## src/lock_cfg.svh

```systemverilog
// constants of the drive security lock block
`ifndef LOCK_CFG_SVH
`define LOCK_CFG_SVH

`define OP_SET_PW       8'hf1
`define OP_UNLOCK       8'hf2
`define OP_ERASE_PREP   8'hf3
`define OP_ERASE_UNIT   8'hf4
`define OP_FREEZE       8'hf5
`define OP_DISABLE_PW   8'hf6

`define PW_W            32
`define PW_MASTER_RST   32'h00000000
`define PW_USER_RST     32'h00000000
`define REV_MIN         16'h0001
`define REV_MAX         16'hfffe
`define REV_DEFAULT     16'hfffe
`define MISMATCH_LIMIT  3'h5
`define UNLOCK_ATTEMPTS_EXHAUSTED_FLAG_BIT      4

`define ADDR_STATUS     6'h00
`define ADDR_WORD92     6'h04
`define ADDR_WORD128    6'h08
`define ADDR_IRQ_STAT   6'h0c
`define ADDR_IRQ_MASK   6'h10
`define RESP_OKAY       2'b00
`define RESP_SLVERR     2'b10

`define EV_ABORT        0
`define EV_MISMATCH     1
`define EV_EXPIRED      2
`define EV_ERASED       3
`define EV_W            4

`endif

```

## src/lock_pkg.sv

```systemverilog
// types of the drive security lock block
package lock_pkg;
  typedef enum logic [1:0] {
    MODE_UNLOCKED,
    MODE_LOCKED,
    MODE_FROZEN
  } mode_t;

  // class of a non-security opcode, supplied by the command decoder
  typedef enum logic [1:0] {
    CLS_ANY,
    CLS_MEDIA,
    CLS_RW_LONG
  } cmd_class_t;
endpackage

```

## src/drive_security_lock_fsm.sv

```systemverilog
// security lock state machine with its register slave
//
// Register access over AXI4-Lite and the address map were chosen for this implementation.
`timescale 1ns/1ps
`include "lock_cfg.svh"

module drive_security_lock_fsm (
  input  wire logic             CLK_SYS,
  input  wire logic             RESET,
  input  wire logic             POWER_CYCLE,
  input  wire logic             HARD_RESET,
  input  wire logic             CMD_VALID,
  input  wire logic [7:0]       CMD_OPCODE,
  input  wire logic [1:0]       CMD_CLASS,
  input  wire logic [`PW_W-1:0] CMD_PASSWORD,
  input  wire logic             CMD_PW_MASTER,
  input  wire logic             CMD_LEVEL_MAX,
  input  wire logic [15:0]      CMD_REV_CODE,
  output logic                  RESP_VALID,
  output logic                  RESP_ABORT,
  output logic                  ERASE_ALL,
  output logic                  IRQ,
  input  wire logic [5:0]       S_AXI_AWADDR,
  input  wire logic             S_AXI_AWVALID,
  output logic                  S_AXI_AWREADY,
  input  wire logic [31:0]      S_AXI_WDATA,
  input  wire logic [3:0]       S_AXI_WSTRB,
  input  wire logic             S_AXI_WVALID,
  output logic                  S_AXI_WREADY,
  output logic [1:0]            S_AXI_BRESP,
  output logic                  S_AXI_BVALID,
  input  wire logic             S_AXI_BREADY,
  input  wire logic [5:0]       S_AXI_ARADDR,
  input  wire logic             S_AXI_ARVALID,
  output logic                  S_AXI_ARREADY,
  output logic [31:0]           S_AXI_RDATA,
  output logic [1:0]            S_AXI_RRESP,
  output logic                  S_AXI_RVALID,
  input  wire logic             S_AXI_RREADY
);

  // ==========================================================
  // security state
  lock_pkg::mode_t   mode_q, mode_d;
  logic              lock_en_q, lock_en_d;
  logic              level_max_q, level_max_d;
  logic [`PW_W-1:0]  pw_user_q, pw_user_d;
  logic [`PW_W-1:0]  pw_master_q, pw_master_d;
  logic [15:0]       rev_q, rev_d;
  logic [2:0]        miss_q, miss_d;
  logic              expired_q, expired_d;
  logic              resp_valid_q, resp_valid_d;
  logic              resp_abort_q, resp_abort_d;
  logic              erase_q, erase_d;
  logic [`EV_W-1:0]  ev;

  logic user_ok;
  logic master_ok;
  logic locked;
  logic frozen;

  assign user_ok   = lock_en_q && !CMD_PW_MASTER && CMD_PASSWORD == pw_user_q;
  assign master_ok = CMD_PW_MASTER && CMD_PASSWORD == pw_master_q;
  assign locked    = mode_q == lock_pkg::MODE_LOCKED;
  assign frozen    = mode_q == lock_pkg::MODE_FROZEN;

  always_comb
  begin
    mode_d       = mode_q;
    lock_en_d    = lock_en_q;
    level_max_d  = level_max_q;
    pw_user_d    = pw_user_q;
    pw_master_d  = pw_master_q;
    rev_d        = rev_q;
    miss_d       = miss_q;
    expired_d    = expired_q;
    resp_valid_d = 1'b0;
    resp_abort_d = 1'b0;
    erase_d      = 1'b0;
    ev           = '0;
    if (POWER_CYCLE)
    begin
      // power cycle and RESET are the only ways out of frozen mode
      mode_d    = lock_en_q ? lock_pkg::MODE_LOCKED
                            : lock_pkg::MODE_UNLOCKED;
      miss_d    = 3'h0;
      expired_d = 1'b0;
    end
    else if (HARD_RESET)
    begin
      // frozen survives a hard reset; only power cycle or RESET ends it
      if (!frozen && lock_en_q)
        mode_d = lock_pkg::MODE_LOCKED;
      miss_d    = 3'h0;
      expired_d = 1'b0;
    end
    else if (CMD_VALID)
    begin
      resp_valid_d = 1'b1;
      case (CMD_OPCODE)
        `OP_SET_PW:
        begin
          if (locked || frozen)
            resp_abort_d = 1'b1;
          else if (CMD_PW_MASTER)
          begin
            pw_master_d = CMD_PASSWORD;
            if (CMD_REV_CODE >= `REV_MIN && CMD_REV_CODE <= `REV_MAX)
              rev_d = CMD_REV_CODE;
          end
          else
          begin
            pw_user_d   = CMD_PASSWORD;
            level_max_d = CMD_LEVEL_MAX;
            lock_en_d   = 1'b1;
          end
        end
        `OP_UNLOCK:
        begin
          if (frozen || expired_q)
            resp_abort_d = 1'b1;
          else if (user_ok || (master_ok && !level_max_q))
            mode_d = lock_pkg::MODE_UNLOCKED;
          else if (master_ok)
            resp_abort_d = 1'b1;
          else
          begin
            resp_abort_d = 1'b1;
            ev[`EV_MISMATCH] = 1'b1;
          end
        end
        `OP_ERASE_PREP:
          resp_abort_d = frozen;
        `OP_ERASE_UNIT:
        begin
          if (frozen || expired_q)
            resp_abort_d = 1'b1;
          else if (user_ok || master_ok)
          begin
            erase_d   = 1'b1;
            ev[`EV_ERASED] = 1'b1;
            lock_en_d = 1'b0;
            pw_user_d = `PW_USER_RST;
            mode_d    = lock_pkg::MODE_UNLOCKED;
          end
          else
          begin
            resp_abort_d = 1'b1;
            ev[`EV_MISMATCH] = 1'b1;
          end
        end
        `OP_FREEZE:
        begin
          if (locked)
            resp_abort_d = 1'b1;
          else
            mode_d = lock_pkg::MODE_FROZEN;
        end
        `OP_DISABLE_PW:
        begin
          if (locked || frozen)
            resp_abort_d = 1'b1;
          else if (!lock_en_q || user_ok
                   || (master_ok && !level_max_q))
          begin
            lock_en_d = 1'b0;
            pw_user_d = `PW_USER_RST;
          end
          else
          begin
            resp_abort_d = 1'b1;
            ev[`EV_MISMATCH] = 1'b1;
          end
        end
        default:
        begin
          if (CMD_CLASS == lock_pkg::CLS_RW_LONG)
            resp_abort_d = 1'b1;
          else if (CMD_CLASS == lock_pkg::CLS_MEDIA)
            resp_abort_d = locked;
          else
            resp_abort_d = 1'b0;
        end
      endcase
      // either password mismatching counts alike
      if (ev[`EV_MISMATCH])
      begin
        if (miss_q != `MISMATCH_LIMIT)
          miss_d = miss_q + 3'h1;
        if (miss_q + 3'h1 == `MISMATCH_LIMIT)
        begin
          expired_d = 1'b1;
          ev[`EV_EXPIRED] = 1'b1;
        end
      end
      ev[`EV_ABORT] = resp_abort_d;
    end
  end

  always_ff @(posedge CLK_SYS)
  begin
    if (RESET)
    begin
      mode_q       <= lock_pkg::MODE_UNLOCKED;
      lock_en_q    <= 1'b0;
      level_max_q  <= 1'b0;
      pw_user_q    <= `PW_USER_RST;
      pw_master_q  <= `PW_MASTER_RST;
      rev_q        <= `REV_DEFAULT;
      miss_q       <= 3'h0;
      expired_q    <= 1'b0;
      resp_valid_q <= 1'b0;
      resp_abort_q <= 1'b0;
      erase_q      <= 1'b0;
    end
    else
    begin
      mode_q       <= mode_d;
      lock_en_q    <= lock_en_d;
      level_max_q  <= level_max_d;
      pw_user_q    <= pw_user_d;
      pw_master_q  <= pw_master_d;
      rev_q        <= rev_d;
      miss_q       <= miss_d;
      expired_q    <= expired_d;
      resp_valid_q <= resp_valid_d;
      resp_abort_q <= resp_abort_d;
      erase_q      <= erase_d;
    end
  end

  assign RESP_VALID = resp_valid_q;
  assign RESP_ABORT = resp_abort_q;
  assign ERASE_ALL  = erase_q;

  // ==========================================================
  // register slave and interrupt
  logic              aw_have_q, aw_have_d;
  logic              w_have_q, w_have_d;
  logic [5:0]        waddr_q, waddr_d;
  logic [31:0]       wdata_q, wdata_d;
  logic              bvalid_q, bvalid_d;
  logic [1:0]        bresp_q, bresp_d;
  logic              rvalid_q, rvalid_d;
  logic [1:0]        rresp_q, rresp_d;
  logic [31:0]       rdata_q, rdata_d;
  logic [`EV_W-1:0]  irq_stat_q, irq_stat_d;
  logic [`EV_W-1:0]  irq_mask_q, irq_mask_d;
  logic              irq_q, irq_d;

  function automatic logic known(input logic [5:0] a);
    known = a == `ADDR_STATUS || a == `ADDR_WORD92 || a == `ADDR_WORD128
         || a == `ADDR_IRQ_STAT || a == `ADDR_IRQ_MASK;
  endfunction

  logic do_write;
  assign do_write = aw_have_q && w_have_q && !bvalid_q;

  always_comb
  begin
    aw_have_d  = aw_have_q;
    w_have_d   = w_have_q;
    waddr_d    = waddr_q;
    wdata_d    = wdata_q;
    bvalid_d   = bvalid_q;
    bresp_d    = bresp_q;
    rvalid_d   = rvalid_q;
    rresp_d    = rresp_q;
    rdata_d    = rdata_q;
    irq_mask_d = irq_mask_q;
    irq_stat_d = irq_stat_q;
    if (S_AXI_AWVALID && !aw_have_q)
    begin
      aw_have_d = 1'b1;
      waddr_d   = S_AXI_AWADDR;
    end
    if (S_AXI_WVALID && !w_have_q)
    begin
      w_have_d = 1'b1;
      wdata_d  = S_AXI_WDATA;
    end
    if (do_write)
    begin
      aw_have_d = 1'b0;
      w_have_d  = 1'b0;
      bvalid_d  = 1'b1;
      bresp_d   = known(waddr_q) ? `RESP_OKAY : `RESP_SLVERR;
      if (waddr_q == `ADDR_IRQ_MASK)
        irq_mask_d = wdata_q[`EV_W-1:0];
      if (waddr_q == `ADDR_IRQ_STAT)
        irq_stat_d = irq_stat_q & ~wdata_q[`EV_W-1:0];
    end
    if (bvalid_q && S_AXI_BREADY)
      bvalid_d = 1'b0;
    // a new event wins over a clear in the same cycle
    irq_stat_d = irq_stat_d | ev;
    if (S_AXI_ARVALID && !rvalid_q)
    begin
      rvalid_d = 1'b1;
      rresp_d  = known(S_AXI_ARADDR) ? `RESP_OKAY : `RESP_SLVERR;
      case (S_AXI_ARADDR)
        `ADDR_STATUS:   rdata_d = {24'h0, miss_q, expired_q, level_max_q,
                                   lock_en_q, mode_q};
        `ADDR_WORD92:   rdata_d = {16'h0, rev_q};
        `ADDR_WORD128:  rdata_d = 32'(expired_q) << `UNLOCK_ATTEMPTS_EXHAUSTED_FLAG_BIT;
        `ADDR_IRQ_STAT: rdata_d = {28'h0, irq_stat_q};
        `ADDR_IRQ_MASK: rdata_d = {28'h0, irq_mask_q};
        default:        rdata_d = 32'h0;
      endcase
    end
    else if (rvalid_q && S_AXI_RREADY)
      rvalid_d = 1'b0;
    irq_d = |(irq_stat_d & irq_mask_d);
  end

  always_ff @(posedge CLK_SYS)
  begin
    if (RESET)
    begin
      aw_have_q  <= 1'b0;
      w_have_q   <= 1'b0;
      waddr_q    <= 6'h00;
      wdata_q    <= 32'h0;
      bvalid_q   <= 1'b0;
      bresp_q    <= `RESP_OKAY;
      rvalid_q   <= 1'b0;
      rresp_q    <= `RESP_OKAY;
      rdata_q    <= 32'h0;
      irq_stat_q <= '0;
      irq_mask_q <= '0;
      irq_q      <= 1'b0;
    end
    else
    begin
      aw_have_q  <= aw_have_d;
      w_have_q   <= w_have_d;
      waddr_q    <= waddr_d;
      wdata_q    <= wdata_d;
      bvalid_q   <= bvalid_d;
      bresp_q    <= bresp_d;
      rvalid_q   <= rvalid_d;
      rresp_q    <= rresp_d;
      rdata_q    <= rdata_d;
      irq_stat_q <= irq_stat_d;
      irq_mask_q <= irq_mask_d;
      irq_q      <= irq_d;
    end
  end

  // ready only while the holding slot is empty
  assign S_AXI_AWREADY = !aw_have_q;
  assign S_AXI_WREADY  = !w_have_q;
  assign S_AXI_BVALID  = bvalid_q;
  assign S_AXI_BRESP   = bresp_q;
  assign S_AXI_ARREADY = !rvalid_q;
  assign S_AXI_RVALID  = rvalid_q;
  assign S_AXI_RRESP   = rresp_q;
  assign S_AXI_RDATA   = rdata_q;
  assign IRQ           = irq_q;

endmodule

```

## config.mk

```make
export PLATFORM = sky130hd
export DESIGN_NAME = drive_security_lock_fsm
export DESIGN_NICKNAME = d
export VERILOG_FILES = /design/src/lock_pkg.sv /design/src/drive_security_lock_fsm.sv
export VERILOG_INCLUDE_DIRS = /design/src /design/src/src
export SDC_FILE = /design/constraint.sdc
export NUM_CORES = 1
export LEC_CHECK = 0
export ABC_CLOCK_PERIOD_IN_PS = 4059
export BUFFER_PORTS_ARGS = -buffer_cell sky130_fd_sc_hd__buf_4
export CORE_MARGIN = 2
export CORE_UTILIZATION = 53
export CTS_BUF_LIST = sky130_fd_sc_hd__clkbuf_4 sky130_fd_sc_hd__clkbuf_8 sky130_fd_sc_hd__clkbuf_16
export DETAILED_ROUTE_END_ITERATION = 8
export PLACE_DENSITY = 0.82
export SYNTH_ARGS = -nofsm -noshare
export SYNTH_HDL_FRONTEND = slang
export SYNTH_SLANG_ARGS = --single-unit
```

## constraint.sdc

```tcl
create_clock -name CLK_SYS -period 4.06 [get_ports CLK_SYS]
set_clock_uncertainty 0.15 [all_clocks]
set_input_delay 0.812 -clock CLK_SYS [delete_from_list [all_inputs] [get_ports CLK_SYS]]
set_output_delay 0.812 -clock CLK_SYS [all_outputs]
set_load 0.03 [all_outputs]
```

==> run metrics, run 1 <==
status=finished, final reports clean; Net Sw Frac=22.9%; CP Max Fanout=33; Port Buffers=112; Worst-path clk slew=0.05 ns; most frequent cells in the layout=nand2_1, dfxtp_1, buf_4, a21oi_1, xnor2_1; Distinct cells, synth=57; CTS tree=done; GRT Util Overall=25.5%; Synth top area share=41.5%; DRT Pass-1 Iters=5; highest-delay cell along the critical path=or4b_1; Routed WL=16100 um; largest net degree at the start of global routing=42; Hold Vio Cnt, Final=0; Most common cell on crit path=buf_4; Placement Setup Slack=0.362 ns; critical path launch point type=input port; vias in the first global route=5512; Mapped Area=6360 um^2; Vias per Instance=5.54; CP cell instances=buf_4 -> xnor2_1 -> nand4_1 -> or4_1 -> or4b_1 -> a2111oi_1 -> o21ai_2 -> buf_4 -> nand3_1 -> nand2_1; clock power share=47.4%; fmax=0.306 GHz; Die Y=114 um; largest cells by area after synthesis=dfxtp_1, nand2_1, xnor2_1; worst slew pin tran=0.847 ns; # IOs=163; Avg Inst Size Synth=8.05 um^2; Synth Instances=791; register area share after synthesis=41.5%; area leader, netlist=dfxtp_1; clock latency on the worst-skew pair=0.41 ns; die span in x=114 um; wire per inst=15.4 um; Hold WS=0.302 ns; Power Internal=2320 uW; initial antenna violation count=0; fin crit period=3.27 ns; DR iter-0 viols=385; pwr dens=386 nW/um^2; Crit path arrival time=3.41 ns; vias=5808; setup repair bufs after CTS=0; final setup TNS=0 ns; CTS Sinks=132; CP Capture Type=register; layout cells sized above 1=17.9%; cell family with most CP delay=simple AND/OR/NAND/NOR gates; Antenna Diode Count=0; Top FF cell, synth=dfxtp_1; P&R area growth vs syn=22.6%; worst setup path class=input port to register; number of CTS-inserted buffers=17; Max Buffers Root-to-Sink=2; sequential power share=43.8%; FF+latch count, synth=132; FILL cells=999; maximum VDD drop=0.309 mV; Routed Antenna Nets=0; Resize count post-CTS=0; Async SR Flop Fraction=0%; DRC errors left=0; number of synthesized flops with an enable pin=0; net switching power=689 uW; row count=40; die area=12900 um^2; grt ovf=0; slowest stage delay, CP=0.54 ns; initial core utilization=53.6%; RSZ-0062 raised after global routing=no; setup violators final=0; post-route setup slack=0.791 ns; first-pass GRT wire length=26400 um; most common cell after layout, fill and taps aside=nand2_1; Ys Warns=0; final worst path period share=80.5%; hpwl dp=11200 um; CP Data Required Time=4.21 ns; core area=11900 um^2; Worst Hold Class=register to register; Max Cap Violations=0; Final Max Tran Viols=0; H-Tree Depth=4; final net count=1015; Leak=0.00320 uW; Relative slew margins=43.4%; Logic pwr share=8.8%; Root Buffer=clkbuf_16; hold_buf cts=0; routability cong.=0.857; Buf/Inv on CP=2
==> power groups by stage <==
| stage | clock, uW | combinational [uW] | sequential (uW) |
|---|---|---|---|
| 2_1_floorplan | 0 | 144 | 1350 |
| 3_3_place_gp | 0 | 262 | 1340 |
| 3_5_place_dp | 0 | 263 | 1350 |
| 4_1_cts | 1440 | 265 | 1320 |
| 5_1_grt | 1500 | 287 | 1320 |
| 6_report | 1430 | 266 | 1320 |
==> Yosys cell counts, types with 11 or more instances <==
cell type    n
nand2_1    188
nand3_1     50
nor4_1      11
mux2i_1     31
buf_4       18
nand4_1     28
o21ai_0     15
clkbuf_1    28
a21oi_1     61
inv_1       15
xnor2_1     53
nor2_1      45
dfxtp_1    132
==> flip-flops by register name, summed over array words and instances (netlist names), 2 cells and up <==
| name | flops |
|---|---|
| wdata_q | 4 |
| miss_q | 3 |
| irq_mask_q | 4 |
| irq_stat_q | 4 |
| pw_user_q | 32 |
| S_AXI_RDATA | 16 |
| waddr_q | 6 |
| rev_q | 16 |
| mode_q | 2 |
| pw_master_q | 32 |
==> final timing paths <==
kind,start,to,slack (ns),cells after the start
setup / recovery,CMD_PASSWORD[21],pw_user_q[30],0.79,10
setup reg to reg,pw_user_q[21],pw_user_q[30],0.99,9
hold reg to reg,S_AXI_RDATA[9],S_AXI_RDATA[9],0.30,2
hold / removal,S_AXI_RDATA[9],S_AXI_RDATA[9],0.30,2
==> cell families (layout without fill, tap and decap cells) <==
logic type | after synthesis | after routing | synth area share [%]
simple gates | 374 | 374 | 27.3
flops | 132 | 132 | 41.5
compound gates | 112 | 112 | 10.9
buf+inv | 71 | 164 | 5.31
xor+xnor | 62 | 62 | 8.53
mux | 34 | 34 | 5.41
fa+ha+maj | 5 | 5 | 0.983
other cells | 1 | 18 | 0.0589
==> stage by stage <==
stage	cells	instance area (um^2)	power (uW)	utilization, %
detailed placement	1020	7250	1610	61.1
global route	1048	7800	3100	65.7
CTS	1048	7800	3020	65.7
floorplan	808	6430	1490	-
finish	1048	7800	3010	65.7
global placement	1020	7250	1610	61.1
==> final cells by class <==
type	count	area (um^2)	share of cell area [%]
clock buffer	23	495	6.35
clock inverter	5	52.6	0.674
inverter	16	60.1	0.770
multi-input combinational	605	3460	44.4
sequential	132	2640	33.9
tap	147	184	2.36
timing repair buffer	120	901	11.6
==> per-layer routing <==
metal	up-vias	GRT usage [%]	part of all wire [%]
met5	-	0	0
met4	0	8.62	2.3
met3	32	6.06	7.2
met2	233	44.9	49
met1	2667	30.8	41
li1	2876	-	-
==> worst min-delay path, delay by kind of cell (launching register included) <==
family | cells | cell delay (ns)
compound gates | 1 | 0.05
simple gates | 1 | 0.05
flops | 1 | 0.30
Note: power is estimated with default switching activity, not from simulation.
==> run 2, diff against run 1 <==
ABC_CLOCK_PERIOD_IN_PS = 3310   (was 4059)
clock period = 3.31 ns   (was 4.06 ns; I/O delays follow)
==> run metrics, run 2 (synthesis gave the netlist of run 1 again) <==
most common cell after layout, fill and taps aside=nand2_1; P&R area growth vs syn=27.6%; initial antenna violation count=0; grt ovf=0; Routed WL=16400 um; initial core utilization=53.6%; r2r setup slk=0.29 ns; fin crit period=3.04 ns; worst slew pin tran=0.611 ns; setup repair bufs after CTS=0; hold_buf cts=0; Vias per Instance=5.57; overall power=4020 uW; reg2reg end=IRQ; CTS tree=done; Port Buffers=112; Max Cap Violations=0; status=finished, final reports clean; largest net degree at the start of global routing=38; reg2reg path depth=8; CP Data Required Time=3.47 ns; Endpoint, Worst Hold=S_AXI_RVALID; Leak=0.00337 uW; DRC errors left=0; vias in the first global route=5647; Final Max Tran Viols=0; first-pass GRT wire length=26600 um; Relative slew margins=59.0%; Power Internal=3100 uW; Resize count post-CTS=0; worst setup path class=input port to register; Logic pwr share=8.6%; maximum VDD drop=0.408 mV; row count=40; Hold Crit Depth=2; core area=11900 um^2; most frequent cells in the layout=nand2_1, buf_4, dfxtp_1, a21oi_1, xnor2_1; setup violators final=0; GRT Util Overall=26.0%; Crit path arrival time=3.19 ns; clock power share=51.2%; final net count=1041; wire per inst=15.3 um; Net Sw Frac=22.9%; post-layout util=68.4%; Routed Antenna Nets=0; net switching power=921 uW; H-Tree Depth=4; number of CTS-inserted buffers=17; CTS Sinks=132; Largest regs=pw_master_q (32), pw_user_q (32); min-delay src=S_AXI_RREADY; clock latency on the worst-skew pair=0.43 ns; Max Buffers Root-to-Sink=2; Root Buffer=clkbuf_16; sequential power share=40.2%; CP Max Fanout=4; pwr dens=495 nW/um^2; DR iter-0 viols=450; fmax=0.329 GHz; RSZ-0062 raised after global routing=no; CP Capture Type=register; vias=6001; die span in x=114 um; Hold Vio Cnt, Final=0; layout cells sized above 1=20.5%; RR Startpoint=pw_user_q[21]; critical path launch point type=input port; Worst-path clk slew=0.06 ns; Die Y=114 um; die area=12900 um^2; # IOs=163; Antenna Diode Count=0; DRT Pass-1 Iters=8; Worst Hold Class=input port to register; hpwl dp=11500 um; routability cong.=0.891; final worst path period share=91.7%
run 2: per-stage QoR:
step / TNS, ns / setup WS, ns / hold slack, ns / cell area [um^2] / std cells
after detailed placement: -3.10 / -0.172 / 0.295 / 7470 / 1046
after floorplan: 0 / 0.229 / 0.282 / 6430 / 808
final: 0 / 0.275 / 0.262 / 8120 / 1078
after global placement: -1.92 / -0.129 / 0.291 / 7470 / 1046
after global routing: 0 / 0.152 / 0.266 / 8120 / 1078
after CTS: 0 / 0.288 / 0.254 / 8120 / 1078
run 2: metal layers:
layer	part of all wire, %	up-vias	GRT usage (%)
met5	0	-	0
met1	42	2788	31.8
li1	-	2940	-
met3	6.4	35	6.22
met4	2.2	0	10.1
met2	49	238	44.6
run 2: layout make-up:
class,count,area [um^2]
fill,982,3740
multi-input combinational,605,3460
sequential,132,2640
timing repair buffer,146,1120
clock buffer,18,439
clock inverter,14,209
tap,147,184
inverter,16,60.1
run 2: how the worst max path moves through the flow:
| stage | cells past startpoint | start | to |
|---|---|---|---|
| floorplan | 8 | CMD_PASSWORD[31] | IRQ |
| global placement | 9 | CMD_PASSWORD[21] | IRQ |
| detailed placement | 9 | CMD_PASSWORD[21] | IRQ |
| CTS | 9 | CMD_PASSWORD[21] | IRQ |
| global route | 8 | pw_user_q[21] | IRQ |
| finish | 9 | CMD_PASSWORD[21] | IRQ |
run 2: worst max-delay path, cell delays in order:
cell and delay, ns:
buf_4 0.12, xnor2_1 0.27, nand4_1 0.13, or4_1 0.54, or4_4 0.57, a2111oi_4 0.29
o21ai_1 0.11, and3_4 0.18, a221o_1 0.32
run 2: power by group through the flow:
stage | Combinational [uW] | Clock [uW] | Sequential [uW]
final | 347 | 2060 | 1620
after floorplan | 176 | 0 | 1660
after global placement | 339 | 0 | 1650
after global routing | 374 | 2150 | 1620
after detailed placement | 342 | 0 | 1650
after CTS | 345 | 2080 | 1620
==> run 3, diff against run 2 <==
GPL_TIMING_DRIVEN = 0   (was default)
==> run metrics, run 3 (synthesis gave the netlist of run 1 again) <==
CP cell instances=buf_4 -> xnor2_1 -> nand4_1 -> or4_1 -> or4b_1 -> a2111oi_1 -> o21ai_2 -> buf_2 -> nand3_1 -> nand2_1; sequential power share=41.8%; final net count=1059; status=finished, final reports clean; overall power=3870 uW; hold_buf cts=0; most frequent cells in the layout=nand2_1, dfxtp_1, buf_4, a21oi_1; DRC errors left=0; wire per inst=15.9 um; die area=12900 um^2; Final Max Tran Viols=0; Crit path arrival time=3.37 ns; P&R area growth vs syn=26.5%; CTS tree=done; Die Y=114 um; Net Sw Frac=22.7%; Max Buffers Root-to-Sink=2; worst slew pin tran=0.859 ns; post-route setup slack=0.101 ns; Routed Antenna Nets=0; worst setup path class=input port to register; grt ovf=0; Root Buffer=clkbuf_16; critical path launch point type=input port; Antenna Diode Count=0; # IOs=163; die span in x=114 um; Power Internal=2990 uW; largest net degree at the start of global routing=17; final worst path period share=96.9%; H-Tree Depth=4; Buf/Inv on CP=2; Max Cap Violations=0; Worst Hold Class=input port to register; fin crit period=3.21 ns; initial antenna violation count=0; Hold WS=0.266 ns; number of CTS-inserted buffers=17; vias in the first global route=5702; net switching power=879 uW; cell family with most CP delay=simple AND/OR/NAND/NOR gates; Vias per Instance=5.53; fmax=0.312 GHz; DP Area=7430 um^2; post-route cell area=8050 um^2; highest-delay cell along the critical path=or4_1; setup violators final=0; initial core utilization=53.6%; CP Max Fanout=10; Worst-path clk slew=0.05 ns; Leak=0.00332 uW; Logic pwr share=9.3%; GRT Util Overall=27.0%; first-pass GRT wire length=27400 um; layout cells sized above 1=18.5%; clock power share=49.0%; vias=6044; CTS Sinks=132; DRT Pass-1 Iters=6; clock latency on the worst-skew pair=0.42 ns; CP Data Required Time=3.47 ns; Largest regs=pw_master_q (32), pw_user_q (32); core area=11900 um^2; pwr dens=481 nW/um^2; post-layout util=67.9%; slowest stage delay, CP=0.54 ns; Routed WL=17400 um; Placement Setup Slack=-0.320 ns; row count=40; CP Capture Type=register; Port Buffers=109; DR iter-0 viols=482; hpwl dp=12600 um; Relative slew margins=42.7%; routability cong.=0.961; most common cell after layout, fill and taps aside=nand2_1; maximum VDD drop=0.375 mV; Hold Vio Cnt, Final=0
run 3: timing repair:
item | 4_1_cts | 5_1_grt
resized for setup | 0 | 6
endpoints found under the setup margin | 0 | 40
setup buffers | 0 | 0
run 3: metal layers:
metal	wire (um)	track usage (%)	vias to the layer above
met5	0	0	-
met4	473	11.8	0
met3	1180	5.15	52
met2	8370	45.7	248
met1	7370	33.6	2770
li1	-	-	2974
run 3: worst paths after layout:
kind                                  startpoint  slack (ns)  depth (start not counted)               to
worst min register to register   S_AXI_RDATA[13]        0.30                          2  S_AXI_RDATA[13]
worst max register to register     pw_user_q[21]        0.17                          9    pw_user_q[14]
worst max-delay path            CMD_PASSWORD[16]        0.10                         10    pw_user_q[14]
worst min-delay path                S_AXI_RREADY        0.27                          2     S_AXI_RVALID
run 3: worst register-to-register path, delay by kind of cell (launching register included):
family,cells,cell delay (ns)
buffers and inverters,1,0.23
AND/OR/NAND/NOR,5,1.37
AO/OA/AOI/OAI,2,0.66
flip-flops,1,0.31
XOR/XNOR,1,0.32
run 3: through the flow:
step / instances / TNS, ns
floorplan: 808 / 0
global placement: 1064 / -10.60
detailed placement: 1064 / -12.02
CTS: 1092 / 0
global route: 1092 / -0.611
finish: 1092 / 0
run 3: area by class of cell:
cell class	count	area (um^2)
fillers	1008	3810
plain buffers	55	278
clock buffers	23	483
flip-flops and latches	132	2640
well taps	147	184
inverters	16	60.1
multi-input cells	605	3480
clock inverters	5	103
repair buffers	109	818
run 3: power by group through the flow:
stage	sequential (uW)	clock, uW	combinational [uW]
finish	1620	1900	359
global route	1620	1970	384
CTS	1620	1900	352
detailed placement	1650	0	349
global placement	1650	0	347
floorplan	1660	0	176
